File: src/tctt_pkg.sv
// Purpose: Constants and types for the toggle compare tone timer
// Assumes: 8-bit register port, one clock, synchronous reset
// Notes: Register offsets and bit positions are local to this block
//
// Functional notes
// - Counter steps once per selected clock tick
// - Compare each count; clear, interrupt, toggle
// - Two independent 8-bit timers, low and high
// - Software presets each toggle output level
// - Prescaler gives clock over 32, 16, 4
// - Write-only control selects clock, low and high levels
// - Both counters readable and writable up-counters
// - Status register gates clear and overflow interrupt
// - Low match toggles, sets flag, interrupts together
// - Stored compare value reused every cycle
package tctt_pkg;
    // ------------------------------------------------------------
    // Register offsets
    // ------------------------------------------------------------
    localparam logic [3:0] TCTT_ADDR_CTRL = 4'h0;      // Clock select and levels, write only
    localparam logic [3:0] TCTT_ADDR_STAT = 4'h1;      // Control and status
    localparam logic [3:0] TCTT_ADDR_CNT_LO = 4'h2;    // Low counter
    localparam logic [3:0] TCTT_ADDR_CNT_HI = 4'h3;    // High counter
    localparam logic [3:0] TCTT_ADDR_CMP_LO = 4'h4;    // Low compare value
    localparam logic [3:0] TCTT_ADDR_CMP_HI = 4'h5;    // High compare value
    localparam logic [3:0] TCTT_ADDR_IRQ_ST = 4'h6;    // Sticky events, read clears
    localparam logic [3:0] TCTT_ADDR_IRQ_MSK = 4'h7;   // Interrupt mask
    // ------------------------------------------------------------
    // Control register fields
    // ------------------------------------------------------------
    localparam int TCTT_CTRL_LVL_LO = 0;               // Low toggle preset level
    localparam int TCTT_CTRL_LVL_HI = 1;               // High toggle preset level
    localparam int TCTT_CTRL_LOAD_LO = 2;              // Apply low preset when set
    localparam int TCTT_CTRL_LOAD_HI = 3;              // Apply high preset when set
    localparam int TCTT_CTRL_CKS_LO = 4;               // Clock select field, two bits
    // ------------------------------------------------------------
    // Status and event fields
    // ------------------------------------------------------------
    localparam int TCTT_ST_CCLR_LO = 0;                // Low match clears counter
    localparam int TCTT_ST_CCLR_HI = 1;                // High match clears counter
    localparam int TCTT_ST_OVIE_LO = 2;                // Low overflow interrupt enable
    localparam int TCTT_ST_OVIE_HI = 3;                // High overflow interrupt enable
    localparam int TCTT_ST_CMIE_LO = 4;                // Low match interrupt enable
    localparam int TCTT_ST_CMIE_HI = 5;                // High match interrupt enable
    localparam int TCTT_EV_CM_LO = 0;                  // Low match event
    localparam int TCTT_EV_CM_HI = 1;                  // High match event
    localparam int TCTT_EV_OV_LO = 2;                  // Low overflow event
    localparam int TCTT_EV_OV_HI = 3;                  // High overflow event
    // ------------------------------------------------------------
    // Reset values and prescale divisors
    // ------------------------------------------------------------
    localparam logic [7:0] TCTT_RST_STAT = 8'h03;      // Clear on match by default
    localparam logic [7:0] TCTT_RST_CMP = 8'hFF;       // Compare at top by default
    localparam logic [7:0] TCTT_RST_BYTE = 8'h00;      // Generic zero
    localparam int TCTT_DIV_A = 32;
    localparam int TCTT_DIV_B = 16;
    localparam int TCTT_DIV_C = 4;
    localparam int TCTT_PRE_W = 5;                     // Prescaler counter width
    // Clock select codes
    typedef enum logic [1:0] {
        TCTT_CKS_DIV32 = 2'h0,
        TCTT_CKS_DIV16 = 2'h1,
        TCTT_CKS_DIV4 = 2'h2,
        TCTT_CKS_STOP = 2'h3
    } tctt_cks_t;
endpackage

File: src/tctt_channel.sv
// Purpose: One 8-bit compare channel with toggle output
// Assumes: Tick from the prescaler, software load strobes
// Notes: Software writes win over counting in the same cycle
`timescale 1ns/1ps
`default_nettype none
module tctt_channel
    import tctt_pkg::*;
#(
    parameter int WIDTH = 8
) (
    // Clock and reset
    input wire logic ref_clk,
    input wire logic srst,
    // Count control
    input wire logic tick,
    input wire logic clr_on_match,
    // Software access
    input wire logic cnt_wr,
    input wire logic [WIDTH-1:0] cnt_wdata,
    input wire logic [WIDTH-1:0] cmp_val,
    input wire logic lvl_load,
    input wire logic lvl_val,
    // Results
    output logic [WIDTH-1:0] cnt,
    output logic toggle_out,
    output logic match_ev,
    output logic ovf_ev
);
    // ------------------------------------------------------------
    // Counter and toggle
    // ------------------------------------------------------------
    logic [WIDTH-1:0] cnt_q;     // Up-counter
    logic [WIDTH-1:0] cnt_d;
    logic tog_q;                 // Toggle output level
    logic tog_d;
    logic match;
    logic top;

    assign match = tick && (cnt_q == cmp_val);
    assign top = tick && (cnt_q == {WIDTH{1'b1}});
    assign match_ev = match;
    assign ovf_ev = top && !(match && clr_on_match);
    // Next count: write, clear on match, or step
    assign cnt_d = cnt_wr ? cnt_wdata :
                   (match && clr_on_match) ? '0 :
                   tick ? cnt_q + 1'b1 : cnt_q;
    // Preset wins, else invert on match
    assign tog_d = lvl_load ? lvl_val :
                   match ? !tog_q : tog_q;
    assign cnt = cnt_q;
    assign toggle_out = tog_q;

    // State update
    always_ff @(posedge ref_clk) begin
        if (srst) begin
            cnt_q <= '0;
            tog_q <= 1'b0;
        end else begin
            cnt_q <= cnt_d;
            tog_q <= tog_d;
        end
    end
endmodule
`default_nettype wire

File: src/tctt_prescaler.sv
// Purpose: Free running divider giving tick pulses
// Assumes: One clock, synchronous reset
// Notes: Ticks are one cycle pulses, not clocks
`timescale 1ns/1ps
`default_nettype none
module tctt_prescaler
    import tctt_pkg::*;
(
    // Clock and reset
    input wire logic ref_clk,
    input wire logic srst,
    // Selected tick
    input wire tctt_cks_t cks,
    output logic tick
);
    // ------------------------------------------------------------
    // Divider
    // ------------------------------------------------------------
    logic [TCTT_PRE_W-1:0] pre_q;  // Free running count
    logic [TCTT_PRE_W-1:0] pre_d;
    logic tick_a;
    logic tick_b;
    logic tick_c;

    assign pre_d = pre_q + 5'h01;
    // Each tap fires when its low bits all are ones
    assign tick_a = (pre_q[4:0] == 5'(TCTT_DIV_A - 1));
    assign tick_b = (pre_q[3:0] == 4'(TCTT_DIV_B - 1));
    assign tick_c = (pre_q[1:0] == 2'(TCTT_DIV_C - 1));
    // Tap select
    assign tick = (cks == TCTT_CKS_DIV32) ? tick_a :
                  (cks == TCTT_CKS_DIV16) ? tick_b :
                  (cks == TCTT_CKS_DIV4) ? tick_c : 1'b0;

    // Count step
    always_ff @(posedge ref_clk) begin
        if (srst) begin
            pre_q <= 5'h00;
        end else begin
            pre_q <= pre_d;
        end
    end
endmodule
`default_nettype wire

File: src/tctt_top.sv
// Purpose: Toggle compare tone timer with register port
// Assumes: 125 MHz ref_clk, synchronous active high reset
// Notes: Read data valid the cycle after the read strobe
`timescale 1ns/1ps
`default_nettype none
module tctt_top
    import tctt_pkg::*;
(
    // Clock and reset
    input wire logic ref_clk,
    input wire logic srst,
    // Register port
    input wire logic [3:0] reg_addr,
    input wire logic [7:0] reg_wdata,
    input wire logic reg_wr,
    input wire logic reg_rd,
    output logic [7:0] reg_rdata,
    // Tone outputs
    output logic low_toggle_output,
    output logic high_toggle_output,
    // Interrupt
    output logic irq
);
    // ------------------------------------------------------------
    // Registers
    // ------------------------------------------------------------
    logic [7:0] timer_clock_and_level_control_q;  // Write only control
    logic [7:0] timer_control_status_q;           // Control and status
    logic [7:0] low_compare_value_q;              // Low compare value
    logic [7:0] high_compare_value_q;             // High compare value
    logic [3:0] irq_stat_q;                       // Sticky events
    logic [3:0] irq_stat_d;
    logic [3:0] irq_mask_q;                       // Event mask
    logic [7:0] rdata_q;                          // Read data
    logic [7:0] rdata_d;
    logic lvl_load_lo_q;                          // One cycle preset strobes
    logic lvl_load_hi_q;
    // Decode wires
    logic wr_ctrl;
    logic wr_stat;
    logic wr_cnt_lo;
    logic wr_cnt_hi;
    logic wr_cmp_lo;
    logic wr_cmp_hi;
    logic wr_mask;
    logic rd_irq;
    // Channel wires
    logic tick;
    logic [7:0] cnt_lo;
    logic [7:0] cnt_hi;
    logic cm_lo;
    logic cm_hi;
    logic ov_lo;
    logic ov_hi;
    logic [3:0] ev;
    logic [3:0] ev_en;

    // ------------------------------------------------------------
    // Address decode
    // ------------------------------------------------------------
    assign wr_ctrl = reg_wr && (reg_addr == TCTT_ADDR_CTRL);
    assign wr_stat = reg_wr && (reg_addr == TCTT_ADDR_STAT);
    assign wr_cnt_lo = reg_wr && (reg_addr == TCTT_ADDR_CNT_LO);
    assign wr_cnt_hi = reg_wr && (reg_addr == TCTT_ADDR_CNT_HI);
    assign wr_cmp_lo = reg_wr && (reg_addr == TCTT_ADDR_CMP_LO);
    assign wr_cmp_hi = reg_wr && (reg_addr == TCTT_ADDR_CMP_HI);
    assign wr_mask = reg_wr && (reg_addr == TCTT_ADDR_IRQ_MSK);
    assign rd_irq = reg_rd && (reg_addr == TCTT_ADDR_IRQ_ST);

    // Read mux; control register reads as zero
    always_comb begin
        if (reg_addr == TCTT_ADDR_STAT) begin
            rdata_d = timer_control_status_q;
        end else if (reg_addr == TCTT_ADDR_CNT_LO) begin
            rdata_d = cnt_lo;
        end else if (reg_addr == TCTT_ADDR_CNT_HI) begin
            rdata_d = cnt_hi;
        end else if (reg_addr == TCTT_ADDR_CMP_LO) begin
            rdata_d = low_compare_value_q;
        end else if (reg_addr == TCTT_ADDR_CMP_HI) begin
            rdata_d = high_compare_value_q;
        end else if (reg_addr == TCTT_ADDR_IRQ_ST) begin
            rdata_d = {4'h0, irq_stat_q};
        end else if (reg_addr == TCTT_ADDR_IRQ_MSK) begin
            rdata_d = {4'h0, irq_mask_q};
        end else begin
            rdata_d = 8'h00;
        end
    end

    // ------------------------------------------------------------
    // Prescaler and channels
    // ------------------------------------------------------------
    tctt_prescaler u_pre (
        .ref_clk(ref_clk),
        .srst(srst),
        .cks(tctt_cks_t'(timer_clock_and_level_control_q[TCTT_CTRL_CKS_LO +: 2])),
        .tick(tick)
    );

    // Low channel
    tctt_channel #(.WIDTH(8)) u_lo (
        .ref_clk(ref_clk),
        .srst(srst),
        .tick(tick),
        .clr_on_match(timer_control_status_q[TCTT_ST_CCLR_LO]),
        .cnt_wr(wr_cnt_lo),
        .cnt_wdata(reg_wdata),
        .cmp_val(low_compare_value_q),
        .lvl_load(lvl_load_lo_q),
        .lvl_val(timer_clock_and_level_control_q[TCTT_CTRL_LVL_LO]),
        .cnt(cnt_lo),
        .toggle_out(low_toggle_output),
        .match_ev(cm_lo),
        .ovf_ev(ov_lo)
    );

    // High channel
    tctt_channel #(.WIDTH(8)) u_hi (
        .ref_clk(ref_clk),
        .srst(srst),
        .tick(tick),
        .clr_on_match(timer_control_status_q[TCTT_ST_CCLR_HI]),
        .cnt_wr(wr_cnt_hi),
        .cnt_wdata(reg_wdata),
        .cmp_val(high_compare_value_q),
        .lvl_load(lvl_load_hi_q),
        .lvl_val(timer_clock_and_level_control_q[TCTT_CTRL_LVL_HI]),
        .cnt(cnt_hi),
        .toggle_out(high_toggle_output),
        .match_ev(cm_hi),
        .ovf_ev(ov_hi)
    );

    // ------------------------------------------------------------
    // Events and interrupt
    // ------------------------------------------------------------
    assign ev = {ov_hi, ov_lo, cm_hi, cm_lo};
    // Enables from the status register gate event capture
    assign ev_en = {timer_control_status_q[TCTT_ST_OVIE_HI],
                    timer_control_status_q[TCTT_ST_OVIE_LO],
                    timer_control_status_q[TCTT_ST_CMIE_HI],
                    timer_control_status_q[TCTT_ST_CMIE_LO]};
    // Set wins over read clear
    assign irq_stat_d = (rd_irq ? 4'h0 : irq_stat_q) | (ev & ev_en);
    assign irq = |(irq_stat_q & irq_mask_q);
    assign reg_rdata = rdata_q;

    // Control registers
    always_ff @(posedge ref_clk) begin
        if (srst) begin
            timer_clock_and_level_control_q <= TCTT_RST_BYTE;
            timer_control_status_q <= TCTT_RST_STAT;
            low_compare_value_q <= TCTT_RST_CMP;
            high_compare_value_q <= TCTT_RST_CMP;
            irq_mask_q <= 4'h0;
        end else begin
            if (wr_ctrl) begin
                timer_clock_and_level_control_q <= reg_wdata;
            end
            if (wr_stat) begin
                timer_control_status_q <= reg_wdata;
            end
            if (wr_cmp_lo) begin
                low_compare_value_q <= reg_wdata;
            end
            if (wr_cmp_hi) begin
                high_compare_value_q <= reg_wdata;
            end
            if (wr_mask) begin
                irq_mask_q <= reg_wdata[3:0];
            end
        end
    end

    // Preset strobes, status and read data
    always_ff @(posedge ref_clk) begin
        if (srst) begin
            lvl_load_lo_q <= 1'b0;
            lvl_load_hi_q <= 1'b0;
            irq_stat_q <= 4'h0;
            rdata_q <= 8'h00;
        end else begin
            lvl_load_lo_q <= wr_ctrl && reg_wdata[TCTT_CTRL_LOAD_LO];
            lvl_load_hi_q <= wr_ctrl && reg_wdata[TCTT_CTRL_LOAD_HI];
            irq_stat_q <= irq_stat_d;
            rdata_q <= reg_rd ? rdata_d : 8'h00;
        end
    end
endmodule
`default_nettype wire

File: config.mk
export PLATFORM = sky130hd
export DESIGN_NAME = tctt_top
export DESIGN_NICKNAME = d
export VERILOG_FILES = /design/src/tctt_pkg.sv /design/src/tctt_channel.sv /design/src/tctt_prescaler.sv /design/src/tctt_top.sv
export SDC_FILE = /design/constraint.sdc
export NUM_CORES = 1
export LEC_CHECK = 0
export BUFFER_PORTS_ARGS = -buffer_cell sky130_fd_sc_hd__buf_2
export CORE_MARGIN = 8
export CORE_UTILIZATION = 57
export DETAILED_ROUTE_END_ITERATION = 10
export PLACE_DENSITY = 0.77
export SYNTH_ARGS = -nofsm -noshare
export SYNTH_HDL_FRONTEND = slang
export SYNTH_SLANG_ARGS = --single-unit
File: constraint.sdc
create_clock -name ref_clk -period 4.5 [get_ports ref_clk]
set_clock_uncertainty 0.15 [all_clocks]
set_input_delay 0.225 -clock ref_clk [delete_from_list [all_inputs] [get_ports ref_clk]]
set_output_delay 0.225 -clock ref_clk [all_outputs]
set_load 0.01 [all_outputs]
== Word-level counts from Yosys, hierarchy flattened ==
Index checks and enable logic that the tools add are counted.

* Add/subtract/negate cells: 3
* Equal/unequal tests: 16
* Multiplexer cells: 21
* Bitwise logic cells: 4
* Reduce and logical (&&, ||, !) cells: 30

{| class="wikitable"
|+ Operators by type and width
! cell !! count
|-
| $mux W8 || 11
|-
| $logic_and A1 B1 Y1 || 18
|-
| $add A8 B1 Y8 const B || 2
|-
| $eq A4 B3 Y1 const B || 4
|-
| $eq A8 B8 Y1 || 2
|-
| $eq A8 B8 Y1 const B || 2
|-
| $mux W4 || 3
|-
| $and A4 B4 Y4 || 2
|-
| $eq A4 B2 Y1 const B || 2
|-
| $mux W1 || 7
|-
| $reduce_bool A3 Y1 || 2
|-
| $add A5 B1 Y5 const B || 1
|-
| $eq A5 B5 Y1 const B || 1
|-
| $eq A2 B2 Y1 const B || 2
|-
| $eq A4 B1 Y1 const B || 1
|-
| $eq A4 B4 Y1 const B || 1
|-
| $logic_not A1 Y1 || 4
|-
| $logic_not A4 Y1 || 1
|-
| $or A4 B4 Y4 || 1
|-
| $reduce_bool A2 Y1 || 2
|-
| $reduce_or A4 Y1 || 1
|-
| $eq A2 B1 Y1 const B || 1
|-
| $logic_not A2 Y1 || 1
|-
| $reduce_or A2 Y1 || 1
|-
| $not A1 Y1 || 1
|}

* Bits in registers: 71
* Input port bits: 16
* Output and inout port bits: 11
* Word-level logic and storage cells: 88

== Logic depth before layout (Yosys ltp) ==
* Word-level depth: 10
* Depth in mapped cells: 11
* Mapped depth without buffers: 9

== Cells and area by module ==
From an unflattened synthesis, not the netlist that was laid out.

* Cell total of the unflattened synthesis: 435
* Area, all modules: 3667.3 sq um

{| class="wikitable"
|+ Modules (own cells, without submodules)
! module !! instances !! cells an instance !! area an instance (sq um) !! sequential area each (sq um)
|-
| tctt_top || 1 || 254 || 2159.6 || 920.9
|-
| tctt_channel || 2 || 80 || 646.9 || 180.2
|-
| tctt_prescaler || 1 || 21 || 214.0 || 100.1
|}

== Least setup slack after synthesis ==
Ideal clock, no wire load.

* Kind: flip-flop to flip-flop
* From: register u_pre.pre_q[0]
* To: register u_lo.tog_q, in the netlist u_lo.toggle_out
* Setup time: 0.115 ns
* Arrival: 1.748 ns
* Data required time: 4.235 ns
* Path slack: 2.487 ns
* Stages on the path, launching flop included: 12
* Buffers on the path: 2
* Period minus slack after synthesis: 2.013 ns
* Cells stage by stage: dfxtp_1 ha_1 nand3_1 inv_1 ha_1 mux2i_1 o22ai_2 buf_6 buf_4 nand3_1 xnor2_1 o21a_1

* Cells in the longest elaborated chain, start to end: 6
* Elaborated cells between the ends (all ways): 8
* Those cells by class: 3 x eq/ne; 3 x mux; 2 x reduce/logical

{| class="wikitable"
|+ Ends and longest elaborated chain
! item !! RTL line !! RTL
|-
| from (decl) || tctt_prescaler.sv:19 || <nowiki>logic [TCTT_PRE_W-1:0] pre_q;</nowiki>
|-
| from (signal assigned) || tctt_prescaler.sv:40 || <nowiki>pre_q <= pre_d;</nowiki>
|-
| $eq A2 B2 Y1 || tctt_prescaler.sv:29 || <nowiki>assign tick_c = (pre_q[1:0] == 2'(TCTT_DIV_C - 1));</nowiki>
|-
| $mux W1 || tctt_prescaler.sv:33 || <nowiki>(cks == TCTT_CKS_DIV4) ? tick_c : 1'b0;</nowiki>
|-
| $mux W1 || tctt_prescaler.sv:32 || <nowiki>(cks == TCTT_CKS_DIV16) ? tick_b :</nowiki>
|-
| $mux W1 (*) || tctt_prescaler.sv:31 || <nowiki>assign tick = (cks == TCTT_CKS_DIV32) ? tick_a :</nowiki>
|-
| $logic_and A1 B1 Y1 (*) || tctt_channel.sv:39 || <nowiki>assign match = tick && (cnt_q == cmp_val);</nowiki>
|-
| $reduce_bool A2 Y1 (no source line) (*) || - ||
|-
| to (signal assigned) || tctt_channel.sv:60 || <nowiki>tog_q <= tog_d;</nowiki>
|-
| to (decl) || tctt_channel.sv:34 || <nowiki>logic tog_q;</nowiki>
|}

Every way passes the cells marked *; elsewhere a longest branch is shown, timed or not.
A chain may end at the register's enable or synchronous reset.

== Final worst setup path ==
* From: register u_pre.pre_q[0]
* To: register u_lo.cnt_q[3], in the netlist u_lo.cnt[3]

* Cells in the longest elaborated chain, start to end: 8
* Elaborated cells between the ends (all ways): 11
* Those cells by class: 3 x eq/ne; 5 x mux; 3 x reduce/logical

{| class="wikitable"
|+ Ends and longest elaborated chain
! item !! RTL line !! RTL
|-
| $eq A2 B2 Y1 || tctt_prescaler.sv:29 ||
|-
| $mux W1 || tctt_prescaler.sv:33 ||
|-
| $mux W1 || tctt_prescaler.sv:32 ||
|-
| $mux W1 (*) || tctt_prescaler.sv:31 ||
|-
| $logic_and A1 B1 Y1 || tctt_channel.sv:39 ||
|-
| $logic_and A1 B1 Y1 || tctt_channel.sv:45 || <nowiki>(match && clr_on_match) ? '0 :</nowiki>
|-
| $mux W8 || tctt_channel.sv:45 ||
|-
| $mux W8 || tctt_channel.sv:44 || <nowiki>assign cnt_d = cnt_wr ? cnt_wdata :</nowiki>
|-
| to (signal assigned) || tctt_channel.sv:59 || <nowiki>cnt_q <= cnt_d;</nowiki>
|-
| to (decl) || tctt_channel.sv:32 || <nowiki>logic [WIDTH-1:0] cnt_q;</nowiki>
|}

Marks and branches as above.

==> summary.txt <==
CP bufs+invs - 1
Metal-1 WL - 3.77 mm
Gr usage total - 21.6%
Post-layout util - 64.2%
Ports - 27
Critical Path Sink - u_lo.cnt[3]
Vias in the first global route - 2773
Via/cell ratio - 6.28
Highest-delay cell along the critical path - o22ai_2
Initial Utilization - 58.0%
# rows - 28
CTS tree - yes
Multi-input logic area - 1860 um2
Max Slew Vio Count - 0
Root Driver - clkbuf_8
Hold Crit Class - in -> reg
Share of the synthesized area in the top cell type - 40.9%
GPL Wtd Cong - 0.932
P&R area growth vs syn - 10.6%
Clock Latency Late Sink - 0.36 ns
Met2 WL - 3.99 mm
Global-route wire length before repair - 14.4 mm
I/O Buffers - 26
Maxcap violations - 0
Final Hold Vio Count - 0
Top Layer Used - met4
CTS H-Tree Depth - 3
Routed met3 length - 974 um
Setup crit start - u_pre.pre_q[0]
Slew @ Worst Pin - 0.998 ns
Crit Path Category - reg -> reg
Synth Cell Area - 3380 um2
Cell count after synthesis - 393
FMAX - 339 MHz
CP startpoint kind - register
Main synth FF type - dfxtp_1
CP delay by family, top - compound AO/OA/AOI/OAI gates
Register bit total from synthesis - 69
Die W - 93.0 um
Final Cycle Share - 65.6%
Post-Syn Nets - 413
Library cells used by synthesis - 46
Delay of the slowest critical-path stage - 0.79 ns
Reg2reg end - u_lo.cnt[3]
Largest net degree at the start of global routing - 39
DR pass1 iterations - 6
Critical path depth - 9
Final WS setup - 1.55 ns
CP cell instances - ha_1, nand3_1, inv_1, ha_1, mux2i_1, o22ai_2, nand4_1, nand3_1, o32ai_1
TritonCTS Buffers - 9
Filler cell count - 503
Final setup violation count - 0
Storage element area - 1380 um2
Synth area leaders - dfxtp_1 41%, xor2_1 7.5%, nand2_1 6.2%
Final HPWL DP - 6.36 mm
R2R depth - 9
Max-Slew Margin vs Limit - 33.5%
Die area - 8640 um2
EDFF count, synth - 0
Status - finished, final reports clean
Crit Path Max Fanout - 21
Worst path required time - 4.56 ns
Clock transition at the registers of the reported paths - 0.08 ns
Unrepaired setup endpoints after global routing - no
Initial antenna violation count - 0
Final #Nets - 432
Syn. warnings - 0
Critical Path AT - 3.01 ns
Drt initial violations - 370
Resized cells post-CTS - 0
Post-CTS Hold Buffers - 2
Fraction of registers with async set/reset - 0%
Sequential cell area fraction in the yosys report - 40.9%
Die H - 93.0 um
Setup_tns - 0 ns
Worst VDD drop - 192 uV
Vias post-DR - 3088
Yosys top cell by area - dfxtp_1
Grt total ovfl - 0
Post-route ant nets - 0
Final WL - 9.08 mm
Clock buffer depth - 2
Flop-to-flop setup slack - 1.55 ns
Place WS - 1.69 ns
Drt drc - 0
Power per cell area - 345 nW/um2
Clock sinks - 69
Final worst path period need - 2.95 ns
Syn Area/Cell - 8.59 um2
Setup Fix Bufs, Post-CTS - 0
R2r startpoint - u_pre.pre_q[0]
WL/cell - 18.5 um
N_diodes - 0
Crit. End Element - register
Core box area - 5820 um2
Leak pwr - 1.51 nW
Layout cells sized above 1 - 11.8%
worst min path at each step:
stage / startpoint / end / slack [ns] / cells after the start
6_report: reg_wdata[4] / u_hi.cnt[4] / 0.01 / 3
5_1_grt: reg_wdata[4] / u_hi.cnt[4] / 0.01 / 3
4_1_cts: reg_wdata[5] / u_hi.cnt[5] / 0.002 / 3
3_5_place_dp: u_pre.pre_q[0] / u_pre.pre_q[0] / 0.30 / 1
3_3_place_gp: u_pre.pre_q[0] / u_pre.pre_q[0] / 0.28 / 1
2_1_floorplan: reg_wdata[2] / u_hi.cnt[2] / 0.18 / 2
metal layers:
| metal | up-vias | global-route usage [%] |
|---|---|---|
| met2 | 172 | 33.1 |
| li1 | 1432 | - |
| met1 | 1454 | 27.4 |
| met3 | 30 | 5.34 |
| met5 | - | 0 |
| met4 | 0 | 11.5 |
metrics by stage:
step           power [mW]  hold WS, ns  std cells  area (um2)
3_3_place_gp        0.740        0.281        474        3500
6_report             1.29       0.0107        492        3730
3_5_place_dp        0.742        0.295        474        3500
4_1_cts              1.29      0.00198        492        3730
2_1_floorplan       0.707        0.184        393        3380
5_1_grt              1.33       0.0103        492        3730
cells by family (layout without fill, tap and decap cells):
family | Yosys count | after routing | synth area share, %
buffers and inverters | 29 | 53 | 4.08
AND/OR/NAND/NOR | 153 | 153 | 22.5
AO/OA/AOI/OAI | 88 | 88 | 17.4
adder cells (fa/ha/maj) | 4 | 4 | 1.48
XOR/XNOR | 33 | 33 | 8.56
flip-flops | 69 | 69 | 40.9
multiplexers | 17 | 17 | 5.08
registers in the layout (all words and copies together) (netlist names), 5 cells and up:
signal	count
high_compare_value_q	8
low_compare_value_q	8
reg_rdata	8
timer_control_status_q	8
u_hi.cnt	8
u_lo.cnt	8
u_pre.pre_q	5
worst register-to-register path: stages, from the launching register on:
cell	delay, ns
dfxtp_1	0.36
ha_1	0.22
nand3_1	0.13
inv_1	0.08
ha_1	0.13
mux2i_1	0.07
o22ai_2	0.79
nand4_1	0.44
nand3_1	0.30
o32ai_1	0.14
power breakdown:
| part | internal [mW] | leakage, nW | switching (mW) | total [mW] |
|---|---|---|---|---|
| combinational | 0.0351 | 0.842 | 0.0649 | 0.100 |
| sequential | 0.621 | 0.559 | 0.0107 | 0.632 |
| clock | 0.312 | 0.107 | 0.246 | 0.558 |
| total | 0.968 | 1.51 | 0.321 | 1.29 |
cell usage after synthesis, types with 2 or more instances:
cell,number
dfxtp_1,69
nand2_1,56
nand3_1,29
xor2_1,29
a21oi_1,26
nor2_1,22
mux2i_1,16
a22oi_1,11
clkbuf_1,9
o21ai_0,9
a21o_1,8
inv_1,8
o211ai_1,8
nand4_1,7
o21ai_1,7
and2_1,5
buf_2,5
nor2b_1,5
a222oi_1,4
a22o_1,4
ha_1,4
nand2b_1,4
nor3b_1,4
o32ai_1,4
or3_1,4
xnor2_1,4
and3_1,3
buf_1,3
nor3_1,3
nor4_2,3
buf_4,2
buf_6,2
nor4_1,2
o21a_1,2
cell usage in the layout, fill, tap and decap left out, types with 2 or more instances in the layout:
cell type      instances
nand2_1               56
bufinv_16              2
nor3b_1                4
o32ai_1                4
clkbuf_8               9
or3_1                  4
nand4_1                7
a22oi_1               11
o211ai_1               8
a21o_1                 8
clkinv_2               2
nor3_1                 3
a222oi_1               4
xnor2_1                4
nand2b_1               4
and3_1                 3
buf_2                 26
nor4_2                 3
o21a_1                 2
o21ai_0                9
xor2_1                29
o21ai_1                7
a21oi_1               26
mux2i_1               16
nor4_1                 2
nor2b_1                5
dfxtp_1               69
nor2_1                22
ha_1                   4
and2_1                 5
inv_1                  8
dlygate4sd3_1          2
a22o_1                 4
nand3_1               29
cell type report:
class	count	share of cell area, %
Clock buffer	10	3.42
Clock inverter	6	2.31
Inverter	8	0.804
Multi-Input combinational cell	295	49.7
Sequential cell	69	37.0
Tap cell	75	2.51
Timing Repair Buffer	29	4.22
Power figures use the tool's default switching activity.
